**config.mk**
```make
export PLATFORM = sky130hd
export DESIGN_NAME = pwmtb_time_base
export DESIGN_NICKNAME = d
export VERILOG_FILES = /design/src/hdl/pwmtb_pkg.sv /design/src/hdl/pwmtb_time_base.sv /design/src/hdl/pwmtb_prescaler.sv
export VERILOG_INCLUDE_DIRS = /design/src /design/src/hdl
export SDC_FILE = /design/constraint.sdc
export NUM_CORES = 1
export LEC_CHECK = 0
export ABC_CLOCK_PERIOD_IN_PS = 3200
export BUFFER_PORTS_ARGS = -buffer_cell sky130_fd_sc_hd__buf_2
export CAP_MARGIN = 20
export CELL_PAD_IN_SITES_DETAIL_PLACEMENT = 1
export CELL_PAD_IN_SITES_GLOBAL_PLACEMENT = 1
export CORE_MARGIN = 5
export CORE_UTILIZATION = 47
export CTS_CLUSTER_DIAMETER = 100
export CTS_CLUSTER_SIZE = 10
export DETAILED_ROUTE_END_ITERATION = 10
export PLACE_DENSITY_LB_ADDON = 0.15
export SYNTH_ARGS = -nofsm -noshare
export SYNTH_HDL_FRONTEND = slang
export SYNTH_HIERARCHICAL = 1
export SYNTH_SLANG_ARGS = --single-unit
```
**constraint.sdc**
```tcl
create_clock -name clk -period 3.2 [get_ports clk]
set_input_delay 0.32 -clock clk [delete_from_list [all_inputs] [get_ports clk]]
set_output_delay 0.32 -clock clk [all_outputs]
set_load 0.005 [all_outputs]
```
**src/hdl/pwmtb_cfg.svh**
```systemverilog
// Register offsets, field positions, reset values and counts of the time base
`ifndef PWMTB_CFG_SVH
`define PWMTB_CFG_SVH

// ===========================================================================
// Register word offsets
`define PWMTB_OFF_CONTROL 4'h0
`define PWMTB_OFF_COUNT   4'h1
`define PWMTB_OFF_PERIOD  4'h2
`define PWMTB_OFF_SPECIAL 4'h3
`define PWMTB_OFF_STATUS  4'h4
`define PWMTB_OFF_MASK    4'h5

// ===========================================================================
// Field positions
`define PWMTB_CTL_EN_BIT   15
`define PWMTB_CTL_POST_MSB 7
`define PWMTB_CTL_POST_LSB 4
`define PWMTB_CTL_PRE_MSB  3
`define PWMTB_CTL_PRE_LSB  2
`define PWMTB_CTL_MODE_MSB 1
`define PWMTB_CTL_MODE_LSB 0
`define PWMTB_CNT_DIR_BIT  15
`define PWMTB_IRQ_TB_BIT   0
`define PWMTB_IRQ_SPC_BIT  1

// ===========================================================================
// Reset values
`define PWMTB_RST_COUNT   15'h0000
`define PWMTB_RST_PERIOD  15'h0000
`define PWMTB_RST_SPECIAL 15'h0000
`define PWMTB_RST_IRQ     2'h0

// ===========================================================================
// Prescaler terminal counts for divide by 1, 4, 16 and 64
`define PWMTB_PRE_TC_1  6'h00
`define PWMTB_PRE_TC_4  6'h03
`define PWMTB_PRE_TC_16 6'h0f
`define PWMTB_PRE_TC_64 6'h3f

`endif

```
**src/hdl/pwmtb_pkg.sv**
```systemverilog
// Types shared by the time base files
package pwmtb_pkg;

  // ===========================================================================
  // Operating modes of the time base
  typedef enum logic [1:0] {
    PWMTB_FREE   = 2'h0,
    PWMTB_SINGLE = 2'h1,
    PWMTB_UPDOWN = 2'h2,
    PWMTB_DOUBLE = 2'h3
  } pwmtb_mode_e;

  typedef logic [14:0] pwmtb_count_t;
  typedef logic [15:0] pwmtb_word_t;

endpackage : pwmtb_pkg

```
**src/hdl/pwmtb_time_base.sv**
```systemverilog
// Motor control pulse-width modulation time base with register port
//
// The address map and strobed register access were left to the implementer.
`timescale 1ns/1ps
`include "pwmtb_cfg.svh"

// Contract
// 15-bit counter with prescaler and postscaler
// Count bit 15 reads direction, read-only
// Enable starts counter; clearing keeps count
// Period match resets or reverses next tick
// Zero period stops count and all events
// Zero period blocks period load while enabled
// Two-bit mode field selects four modes
// Events depend on mode and postscale select
// Free running counts up, wraps to zero
// Free running event per match, postscaled
// Single shot resets and clears enable
// Single shot one event, no postscaler
// Up/down reverses, event at zero, postscaled
// Double update events at zero and match
// Prescale 1/4/16/64, cleared by writes
// Postscale 1 to 16, cleared by writes
// One step per prescaler tick, synchronous
module pwmtb_time_base
  import pwmtb_pkg::*;
(
  input  wire logic                clk,
  input  wire logic                reset,
  input  wire logic [3:0]          address,
  input  wire pwmtb_pkg::pwmtb_word_t writeData,
  input  wire logic                writeStrobe,
  input  wire logic                readStrobe,
  output pwmtb_pkg::pwmtb_word_t   readData,
  output pwmtb_pkg::pwmtb_count_t  timeBaseCount,
  output logic                     countDownFlag,
  output logic                     timeBaseEvent,
  output logic                     specialEventTrigger,
  output logic                     irq
);

  import pwmtb_pkg::*;

  // ===========================================================================
  // Register state
  logic         enable_reg;
  logic [1:0]   modeSel_reg;
  logic [1:0]   preSel_reg;
  logic [3:0]   postSel_reg;
  pwmtb_count_t count_reg;
  pwmtb_count_t count_next;
  logic         dir_reg;
  logic         dir_next;
  pwmtb_count_t period_reg;
  pwmtb_count_t periodBuf_reg;
  pwmtb_count_t special_reg;
  logic [3:0]   postCount_reg;
  logic [1:0]   status_reg;
  logic [1:0]   status_next;
  logic [1:0]   mask_reg;
  logic [1:0]   mask_next;
  pwmtb_word_t  readData_reg;
  logic         event_reg;
  logic         trigger_reg;
  logic         irq_reg;

  // ===========================================================================
  // Decode and event wires
  pwmtb_mode_e  mode;
  logic         ctlWrite;
  logic         cntWrite;
  logic         perWrite;
  logic         spcWrite;
  logic         stsWrite;
  logic         mskWrite;
  logic         preTick;
  logic         running;
  logic         matchHit;
  logic         zeroHit;
  logic         reload;
  logic         postSource;
  logic         postFire;
  logic         directEvent;
  logic         tbEvent;
  logic         specHit;
  pwmtb_word_t  ctlWord;

  // ===========================================================================
  // Functions

  // Terminal count of the prescaler for a select code
  function automatic logic [5:0] preTerminal(input logic [1:0] sel);
    logic [5:0] tc;
    tc = `PWMTB_PRE_TC_1;
    case (sel)
      2'h0: tc = `PWMTB_PRE_TC_1;
      2'h1: tc = `PWMTB_PRE_TC_4;
      2'h2: tc = `PWMTB_PRE_TC_16;
      2'h3: tc = `PWMTB_PRE_TC_64;
    endcase
    return tc;
  endfunction : preTerminal

  // True for a write strobe aimed at one register offset
  function automatic logic hits(input logic strobe, input logic [3:0] addr,
                                input logic [3:0] off);
    return strobe && (addr == off);
  endfunction : hits

  // ===========================================================================
  // Address decode
  assign ctlWrite = hits(writeStrobe, address, `PWMTB_OFF_CONTROL);
  assign cntWrite = hits(writeStrobe, address, `PWMTB_OFF_COUNT);
  assign perWrite = hits(writeStrobe, address, `PWMTB_OFF_PERIOD);
  assign spcWrite = hits(writeStrobe, address, `PWMTB_OFF_SPECIAL);
  assign stsWrite = hits(writeStrobe, address, `PWMTB_OFF_STATUS);
  assign mskWrite = hits(writeStrobe, address, `PWMTB_OFF_MASK);

  // Mode field as an enumerated value
  assign mode = pwmtb_mode_e'(modeSel_reg);

  // ===========================================================================
  // Prescaler, cleared by count or control writes
  pwmtb_prescaler #(
    .CNT_W (6)
  ) u_prescaler (
    .clk      (clk),
    .reset    (reset),
    .clear    (ctlWrite || cntWrite),
    .terminal (preTerminal(preSel_reg)),
    .tick     (preTick)
  );

  // Counter advances only on a tick while enabled with nonzero period
  assign running = enable_reg && (period_reg != '0) && preTick;

  // ===========================================================================
  // Count and direction next state
  always_comb begin
    count_next = count_reg;
    dir_next   = dir_reg;
    matchHit   = 1'b0;
    zeroHit    = 1'b0;
    reload     = 1'b0;
    if (running) begin
      if (mode == PWMTB_FREE || mode == PWMTB_SINGLE) begin
        dir_next = 1'b0;
        if (count_reg == period_reg) begin
          count_next = '0;
          matchHit   = 1'b1;
          reload     = 1'b1;
        end else begin
          count_next = count_reg + 15'h0001;
        end
      end else if (!dir_reg) begin
        if (count_reg == period_reg) begin
          count_next = count_reg - 15'h0001;
          dir_next   = 1'b1;
          matchHit   = 1'b1;
        end else begin
          count_next = count_reg + 15'h0001;
        end
      end else begin
        if (count_reg == '0) begin
          count_next = 15'h0001;
          dir_next   = 1'b0;
          zeroHit    = 1'b1;
          reload     = 1'b1;
        end else begin
          count_next = count_reg - 15'h0001;
        end
      end
    end
  end

  // ===========================================================================
  // Interrupt event selection by mode and postscaler
  assign postSource = (mode == PWMTB_FREE && matchHit) ||
                      (mode == PWMTB_UPDOWN && zeroHit);
  assign postFire = postSource && (postCount_reg == postSel_reg);
  assign directEvent = (mode == PWMTB_SINGLE && matchHit) ||
                       (mode == PWMTB_DOUBLE && (matchHit || zeroHit));
  assign tbEvent = directEvent || postFire;

  // Special event compare, silent with zero period
  assign specHit = running && (count_reg == special_reg);

  // Control register image as software reads it
  assign ctlWord = {enable_reg, 7'h00, postSel_reg, preSel_reg, modeSel_reg};

  // ===========================================================================
  // Control register with hardware self-disable
  always_ff @(posedge clk or posedge reset) begin
    if (reset) begin
      enable_reg  <= 1'b0;
      modeSel_reg <= 2'h0;
      preSel_reg  <= 2'h0;
      postSel_reg <= 4'h0;
    end else if (ctlWrite) begin
      enable_reg  <= writeData[`PWMTB_CTL_EN_BIT];
      modeSel_reg <= writeData[`PWMTB_CTL_MODE_MSB:`PWMTB_CTL_MODE_LSB];
      preSel_reg  <= writeData[`PWMTB_CTL_PRE_MSB:`PWMTB_CTL_PRE_LSB];
      postSel_reg <= writeData[`PWMTB_CTL_POST_MSB:`PWMTB_CTL_POST_LSB];
    end else if (mode == PWMTB_SINGLE && matchHit) begin
      enable_reg <= 1'b0;
    end
  end

  // Count register; disabling leaves it as it stands
  always_ff @(posedge clk or posedge reset) begin
    if (reset) begin
      count_reg <= `PWMTB_RST_COUNT;
    end else if (cntWrite) begin
      count_reg <= writeData[14:0];
    end else begin
      count_reg <= count_next;
    end
  end

  // Direction flag, changed only by the counter
  always_ff @(posedge clk or posedge reset) begin
    if (reset) begin
      dir_reg <= 1'b0;
    end else begin
      dir_reg <= dir_next;
    end
  end

  // ===========================================================================
  // Period buffer and active period
  always_ff @(posedge clk or posedge reset) begin
    if (reset) begin
      periodBuf_reg <= `PWMTB_RST_PERIOD;
    end else if (perWrite) begin
      periodBuf_reg <= writeData[14:0];
    end
  end

  // Load when disabled, or at a reload point with nonzero period
  always_ff @(posedge clk or posedge reset) begin
    if (reset) begin
      period_reg <= `PWMTB_RST_PERIOD;
    end else if (!enable_reg || (reload && period_reg != '0)) begin
      period_reg <= periodBuf_reg;
    end
  end

  // Special event compare value
  always_ff @(posedge clk or posedge reset) begin
    if (reset) begin
      special_reg <= `PWMTB_RST_SPECIAL;
    end else if (spcWrite) begin
      special_reg <= writeData[14:0];
    end
  end

  // ===========================================================================
  // Postscaler counter, cleared by count or control writes
  always_ff @(posedge clk or posedge reset) begin
    if (reset) begin
      postCount_reg <= 4'h0;
    end else if (ctlWrite || cntWrite) begin
      postCount_reg <= 4'h0;
    end else if (postSource) begin
      postCount_reg <= postFire ? 4'h0 : postCount_reg + 4'h1;
    end
  end

  // ===========================================================================
  // Sticky status: a new event wins over a write-one clear
  always_comb begin
    status_next = status_reg;
    if (stsWrite) begin
      status_next = status_reg & ~writeData[1:0];
    end
    status_next[`PWMTB_IRQ_TB_BIT]  = status_next[`PWMTB_IRQ_TB_BIT] |
                                      tbEvent;
    status_next[`PWMTB_IRQ_SPC_BIT] = status_next[`PWMTB_IRQ_SPC_BIT] |
                                      specHit;
    mask_next = mskWrite ? writeData[1:0] : mask_reg;
  end

  // Status and mask registers
  always_ff @(posedge clk or posedge reset) begin
    if (reset) begin
      status_reg <= `PWMTB_RST_IRQ;
      mask_reg   <= `PWMTB_RST_IRQ;
    end else begin
      status_reg <= status_next;
      mask_reg   <= mask_next;
    end
  end

  // Interrupt level and event pulses
  always_ff @(posedge clk or posedge reset) begin
    if (reset) begin
      irq_reg     <= 1'b0;
      event_reg   <= 1'b0;
      trigger_reg <= 1'b0;
    end else begin
      irq_reg     <= |(status_next & mask_next);
      event_reg   <= tbEvent;
      trigger_reg <= specHit;
    end
  end

  // ===========================================================================
  // Read data, valid in the cycle after the read strobe
  always_ff @(posedge clk or posedge reset) begin
    if (reset) begin
      readData_reg <= 16'h0000;
    end else if (readStrobe) begin
      case (address)
        `PWMTB_OFF_CONTROL:
          readData_reg <= ctlWord;
        `PWMTB_OFF_COUNT:
          readData_reg <= {dir_reg, count_reg};
        `PWMTB_OFF_PERIOD:
          readData_reg <= {1'b0, periodBuf_reg};
        `PWMTB_OFF_SPECIAL:
          readData_reg <= {1'b0, special_reg};
        `PWMTB_OFF_STATUS:
          readData_reg <= {14'h0000, status_reg};
        `PWMTB_OFF_MASK:
          readData_reg <= {14'h0000, mask_reg};
        default:
          readData_reg <= 16'h0000;
      endcase
    end else begin
      readData_reg <= 16'h0000;
    end
  end

  // ===========================================================================
  // Outputs straight from registers
  assign readData            = readData_reg;
  assign timeBaseCount       = count_reg;
  assign countDownFlag       = dir_reg;
  assign timeBaseEvent       = event_reg;
  assign specialEventTrigger = trigger_reg;
  assign irq                 = irq_reg;

endmodule : pwmtb_time_base

```
**src/hdl/pwmtb_prescaler.sv**
```systemverilog
// Input clock prescaler of the time base
`timescale 1ns/1ps

module pwmtb_prescaler #(
  parameter int CNT_W = 6
) (
  input  wire logic             clk,
  input  wire logic             reset,
  input  wire logic             clear,
  input  wire logic [CNT_W-1:0] terminal,
  output logic                  tick
);

  logic [CNT_W-1:0] divCount_reg;

  // ===========================================================================
  // Width check
  generate
    if (CNT_W < 6) begin : g_bad_width
      $error("pwmtb_prescaler: CNT_W too small for divide by 64");
    end
  endgenerate

  // Tick on the terminal count, held off in a clearing cycle
  assign tick = !clear && (divCount_reg == terminal);

  // Divider counter, cleared by register writes
  always_ff @(posedge clk or posedge reset) begin
    if (reset) begin
      divCount_reg <= '0;
    end else if (clear || tick) begin
      divCount_reg <= '0;
    end else begin
      divCount_reg <= divCount_reg + {{(CNT_W-1){1'b0}}, 1'b1};
    end
  end

endmodule : pwmtb_prescaler

```
==> impl_metrics.tcl, run 1 <==
set metrics [dict create \
    area_growth_pct 13.8 \
    gr-usage-all-layers_pct 26.1 \
    fillers 1332 \
    static-leakage-power_nw 2.81 \
    clkTransAtPathRegs_ns 0.07 \
    drc 0 \
    placed_cell_area_sq_um 6150 \
    r2r-end "irq" \
    comb_power_share_pct 33.3 \
    clkLatencyLatePin_ns 0.35 \
    maxSlewHeadroom_pct 40.0 \
    synth-async-reset-ratio_pct 100 \
    htreeDepth 3 \
    place_ws_ns 0.214 \
    hp-start "writeData[9]" \
    drt-total-wl_microns 18000 \
    synth.most_common_cell "dfrtp_1" \
    std_cell_rows 40 \
    synth.distinct_cells 67 \
    cts_tree "done" \
    finalSetupTns_ns 0 \
    switching_share_pct 37.5 \
    nNetsFinal 618 \
    first_iter_violations 331 \
    design_power_total_mw 4.70 \
    drtPass1Iterations 5 \
    ios 59 \
    yosysWarnings 6 \
    intPower_mw 2.93 \
    insertedDiodeCount 0 \
    mappedNetlistNets 563 \
    cts_sinks 103 \
    gp_congestion 0.928 \
    worstPathRequired_ns 3.49 \
    min_to "timeBaseCount[9]" \
    die_w_microns 120 \
    core_sq_um 11900 \
    cts_buffers 9 \
    synth_ff_type "dfrtp_1" \
    synth_area_sq_um 5680 \
    root_buffer "clkbuf_16" \
    grt_pass1_vias 4983 \
    vias 4684 \
    critPathCaptureType "flop" \
    setup_violations 0 \
    fmax_ghz 0.327 \
    fin_crit_ns 3.06 \
    final-hold-violation-count 0 \
    crit_type "flop to flop" \
    crit_arrival_ns 3.35 \
    tightestPinTransition_ns 0.897 \
    grt_pass1_wl_microns 29000 \
    cts-resized-gates 0 \
    largest_register_ffs 16 \
    antenna_found_initial 0 \
    setup_slack_ns 0.138 \
    synthTopCellsByCount "dfrtp_1 (103), mux2_2 (45), nand2_1 (35), xor2_1 (31)" \
    fp.dieArea_sq_um 14400 \
    final_area_sq_um 6460 \
    floorplan.initialDensity_pct 47.6 \
    synth-seq-area-share_pct 45.4 \
    layoutNonFillerInstCount 740 \
    clockBufferDepth 2 \
    ir_drop_mv 0.396 \
    viasPerCell 6.33 \
    synth.largest_area_cell "dfrtp_1" \
    cp_max_fo 6 \
    reg2reg_slack_ns 0.14 \
    pwr-share-seq_pct 43.2 \
    synth_seq_cells 103 \
    cts_setup_buffers 0 \
    die_h_microns 120 \
    start_kind "flop" \
    outcome "finished, final reports clean" \
    synth_top_area_share_pct 45.4 \
    grt_start_max_net_pins 50 \
    report.final.slew_viol_count 0 \
    dp_hpwl_microns 13000 \
    grt_overflow_total 0 \
    syn_area_per_cell_sq_um 10.6 \
    portBuffers 58 \
    hold_depth 3 \
    drv_cap 0 \
    p_switching_mw 1.76 \
    rr_worst_depth 12 \
    synthCells 534 \
    placed_cells 722 \
    min_path_type "input pin to flop" \
    ant_nets 0 \
    p_clk_share_pct 23.5 \
    netlist_top_cells_area "dfrtp_1 (45%), mux2_2 (8.9%), xor2_1 (4.8%)" \
    post-route-period-util_pct 95.7 \
    timing.rr.start "preSel_reg[1]" \
    rsz0062_at_grt "false" \
    drive_gt1_share_pct 28.5 \
    synth_edf_count 0 \
    worst_clock_skew_ns 0.00388 \
    routedWlPerCell_microns 24.4 \
    cellPowerDensity_nw_per_um2 727 \
]
worst max-delay path, cell delays in order (launching register included):
cell and delay, ns:
dfrtp_1 0.45, or2_2 0.33, xor2_1 0.19, nor4_4 0.19, and3b_1 0.23, nand2_1 0.13
a41oi_2 0.24, nand2_1 0.12, o21ai_0 0.21, nand2_1 0.13, a221oi_1 0.46, a21o_1 0.15
a22o_1 0.16
layer usage:
metal	GRT usage [%]	vias to the layer above	routed length [microns]
met5	0	-	0
met4	6.73	0	301
met3	4.48	26	982
met2	42.2	150	8610
met1	36.7	2428	8150
li1	-	2080	-
repair_timing:
| action | 4_1_cts | 5_1_grt |
|---|---|---|
| hold buffers | 1 | 0 |
| endpoints found under the setup margin | 0 | 0 |
| hold endpoints to repair | 6 | 0 |
power by group through the flow:
stage	registers (mW)	logic [mW]	clock network [mW]
detailed placement	2.04	1.55	0
global placement	2.02	1.50	0
finish	2.03	1.56	1.10
CTS	2.02	1.57	1.12
floorplan	1.84	1.20	0
global route	2.07	1.71	1.18
placed cells by master (no fill, tap or decap), types with 4 or more instances in the layout:
cell type and n:
a211oi_1 5, a21o_1 4, a21oi_1 25, a221oi_1 5, a222oi_1 7, a22oi_1 18
a31oi_1 8, and2_1 4, buf_2 58, buf_4 26, clkbuf_16 9, dfrtp_1 103
ha_1 5, inv_1 9, mux2_2 45, mux2_4 10, nand2_1 35, nand3_1 12
nand4_1 11, nor2_1 27, nor3_1 14, nor4_1 12, o21ai_0 15, or4_1 5
xnor2_1 20, xor2_1 31
logic make-up after synthesis:
family | count (synthesis) | share of synthesized area (%)
flip-flops | 103 | 45.4
AO/OA/AOI/OAI | 118 | 15.0
multiplexers | 56 | 11.8
AND/OR/NAND/NOR | 148 | 14.2
buffers and inverters | 53 | 4.65
XOR/XNOR | 51 | 7.87
adder cells (fa/ha/maj) | 5 | 1.10
stage by stage:
step | utilization, % | hold slack [ns]
2_1_floorplan | - | 0.111
3_3_place_gp | 51.6 | 0.273
3_5_place_dp | 51.6 | 0.274
4_1_cts | 54.1 | 0.205
5_1_grt | 54.2 | 0.208
6_report | 54.2 | 0.210
worst max-delay path by stage:
| stage | startpoint | end | slack, ns | depth (start not counted) |
|---|---|---|---|---|
| after floorplan | reset | countDownFlag | 0.35 | 1 |
| after global placement | preSel_reg[1] | irq | 0.20 | 12 |
| after detailed placement | preSel_reg[1] | irq | 0.21 | 12 |
| after CTS | preSel_reg[1] | irq | 0.16 | 12 |
| after global routing | preSel_reg[1] | irq | 0.03 | 12 |
| final | preSel_reg[1] | irq | 0.14 | 12 |
final cells by class:
cell class	count	area, sq um	area share (%)
multi-input combinational	378	2840	44.0
tap	147	184	2.85
clock buffer	12	236	3.66
timing repair buffer	87	536	8.29
inverter	10	40.0	0.620
clock inverter	3	45.0	0.697
sequential	103	2580	39.9
(Power assumes the default switching activity.)
==> inputs of run 2 (changes only) <==
- CORE_UTILIZATION: 47 -> 48
- CTS_BUF_LIST: not set -> sky130_fd_sc_hd__clkbuf_8
- RECOVER_POWER: not set -> 50
- SYNTH_HIERARCHICAL: 1 -> not set
==> run 2 against run 1 <==
  * The run now ends with max-capacitance violations, max-slew violations left
  * Combinational power is 9% lower
  * Register-to-register slack better by 0.24 ns
  * Routed wire length is 3.6% lower
  * Critical endpoint is now timeBaseCount[11]
  * Fmax is 8.6% higher
  * Sequential power is 3% higher
  * Core utilization is 0.47 points higher
  * Clock skew is 0.016 ns higher
  * Highest routed layer unchanged
  * Clock power is 21% lower
  * Synthesized area is 1.2% lower
  * Largest power group unchanged
  * Cell count is 0.14% lower
==> impl_metrics.tcl, run 2 <==
set metrics [dict create \
    synth_ff_type "dfrtp_1" \
    worst_clock_skew_ns 0.0197 \
    critPathCaptureType "flop" \
    switching_share_pct 39.9 \
    fp.dieArea_sq_um 13900 \
    synthTopCellsByCount "dfrtp_1 (103), nand2_1 (61), mux2_2 (45), a22oi_1 (27), nor2_1 (27)" \
    largest_register_ffs 16 \
    setup_violations 0 \
    synth.largest_area_cell "dfrtp_1" \
    finalSetupTns_ns 0 \
    worstPathRequired_ns 3.46 \
    synth_seq_cells 103 \
    portBuffers 58 \
    clockBufferDepth 2 \
    ios 59 \
    intPower_mw 2.65 \
    comb_power_share_pct 32.4 \
    setup_slack_ns 0.379 \
    violations "max-capacitance violations, max-slew violations" \
    netlist_top_cells_area "dfrtp_1 (46%), mux2_2 (9.0%), nand2_1 (4.1%)" \
    grt_overflow_total 0 \
    cts-resized-gates 0 \
    vias 4634 \
    die_w_microns 118 \
    floorplan.initialDensity_pct 49.1 \
    place_ws_ns 0.456 \
    antenna_found_initial 0 \
    std_cell_rows 39 \
    die_h_microns 118 \
    synth_edf_count 0 \
    gr-usage-all-layers_pct 25.4 \
    routedWlPerCell_microns 23.5 \
    drv_cap 1 \
    synth.distinct_cells 67 \
    synth.most_common_cell "dfrtp_1" \
    gp_congestion 0.857 \
    final_cell_mix "dfrtp_1 (103), nand2_1 (61), buf_2 (50), mux2_2 (45)" \
    p_switching_mw 1.75 \
    dp_hpwl_microns 12800 \
    drc 0 \
    tightestPinTransition_ns 2.63 \
    htreeDepth 3 \
    final-hold-violation-count 0 \
    layout_commonest_cell "dfrtp_1" \
    layoutNonFillerInstCount 739 \
    report.final.slew_viol_count 66 \
    yosysWarnings 0 \
    static-leakage-power_nw 2.71 \
    drive_gt1_share_pct 24.5 \
    grt_pass1_wl_microns 28000 \
    synth-async-reset-ratio_pct 100 \
    start_kind "flop" \
    p_clk_share_pct 19.8 \
    syn_area_per_cell_sq_um 10.3 \
    ir_drop_mv 0.490 \
    cp_max_fo 11 \
    cts_sinks 103 \
    crit_type "flop to flop" \
    insertedDiodeCount 0 \
    core_sq_um 11400 \
    hold_buffers 0 \
    fin_crit_ns 2.82 \
    min_path_type "input pin to flop" \
    clkLatencyLatePin_ns 0.40 \
    drtPass1Iterations 4 \
    root_buffer "clkbuf_8" \
    viasPerCell 6.27 \
    placed_cells 723 \
    cts_tree "done" \
    area_growth_pct 11.4 \
    crit_arrival_ns 3.08 \
    outcome "finished with violations" \
    fmax_ghz 0.354 \
    rsz0062_at_grt "false" \
    post-route-period-util_pct 88.2 \
    synth_area_sq_um 5610 \
    first_iter_violations 345 \
    grt_start_max_net_pins 67 \
    cts_setup_buffers 0 \
    cellPowerDensity_nw_per_um2 704 \
    nNetsFinal 620 \
    grt_pass1_vias 4947 \
    ant_nets 0 \
    final_util_pct 54.7 \
    synthCells 542 \
    hold_ws_ns 0.160 \
    cts_buffers 9 \
    pwr-share-seq_pct 47.8 \
    maxSlewHeadroom_pct -75.7 \
    mappedNetlistNets 571 \
    drt-total-wl_microns 17400 \
    synth_top_area_share_pct 46.0 \
    clkTransAtPathRegs_ns 0.10 \
    synth-seq-area-share_pct 46.0 \
]
==> run 2: kinds of logic (layout without fill, tap and decap cells) <==
logic type / Yosys count / in the layout / synth area share (%)
compound gates: 113 / 113 / 14.7
xor+xnor: 44 / 44 / 6.87
fa+ha+maj: 5 / 5 / 1.12
buf+inv: 45 / 99 / 3.73
flops: 103 / 103 / 46.0
mux: 59 / 59 / 11.8
simple gates: 173 / 173 / 15.9
==> run 2: stage by stage <==
stage	total power [mW]	area, sq um
2_1_floorplan	2.98	5610
3_3_place_gp	3.46	6050
3_5_place_dp	3.53	6050
4_1_cts	4.40	6260
5_1_grt	4.64	6240
6_report	4.40	6240
==> run 2: power by group through the flow <==
| stage | registers [mW] | clock network, mW | logic [mW] |
|---|---|---|---|
| 4_1_cts | 2.08 | 0.888 | 1.43 |
| 6_report | 2.10 | 0.872 | 1.42 |
| 3_3_place_gp | 2.08 | 0 | 1.38 |
| 2_1_floorplan | 1.83 | 0 | 1.15 |
| 5_1_grt | 2.14 | 0.938 | 1.56 |
| 3_5_place_dp | 2.11 | 0 | 1.42 |
==> run 2: worst paths after layout <==
kind	from	endpoint	slack (ns)	cells past startpoint
min reg2reg	status_reg[0]	status_reg[0]	0.54	1
max in group asynchronous	reset	timeBaseCount[7]	0.85	2
max reg2reg	timeBaseCount[4]	timeBaseCount[11]	0.38	7
min in group asynchronous	reset	special_reg[9]	0.83	2
max	timeBaseCount[4]	timeBaseCount[11]	0.38	7
min	writeData[15]	enable_reg	0.16	3
==> run 2: cell type report <==
| class | count | area, sq um |
|---|---|---|
| fill | 1283 | 5170 |
| multi-input combinational | 394 | 2830 |
| sequential | 103 | 2580 |
| timing repair buffer | 76 | 428 |
| tap | 143 | 179 |
| clock buffer | 10 | 138 |
| clock inverter | 6 | 68.8 |
| inverter | 7 | 26.3 |
==> run 2: critical path, stage by stage (launching register included) <==
cell     delay, ns
dfrtp_1       0.57
xor2_1        0.25
nor4_2        0.30
nand4_2       0.23
o21ai_4       0.32
and2_1        0.43
a31oi_1       0.16
o31ai_1       0.42
==> run 2: metal layers <==
metal  vias up  global-route usage (%)  share of wire, %
li1       2072                       -                 -
met1      2406                    35.0                45
met2       128                    40.8                49
met3        28                    4.85               4.7
met4         0                    7.03               1.8
met5         -                       0                 0
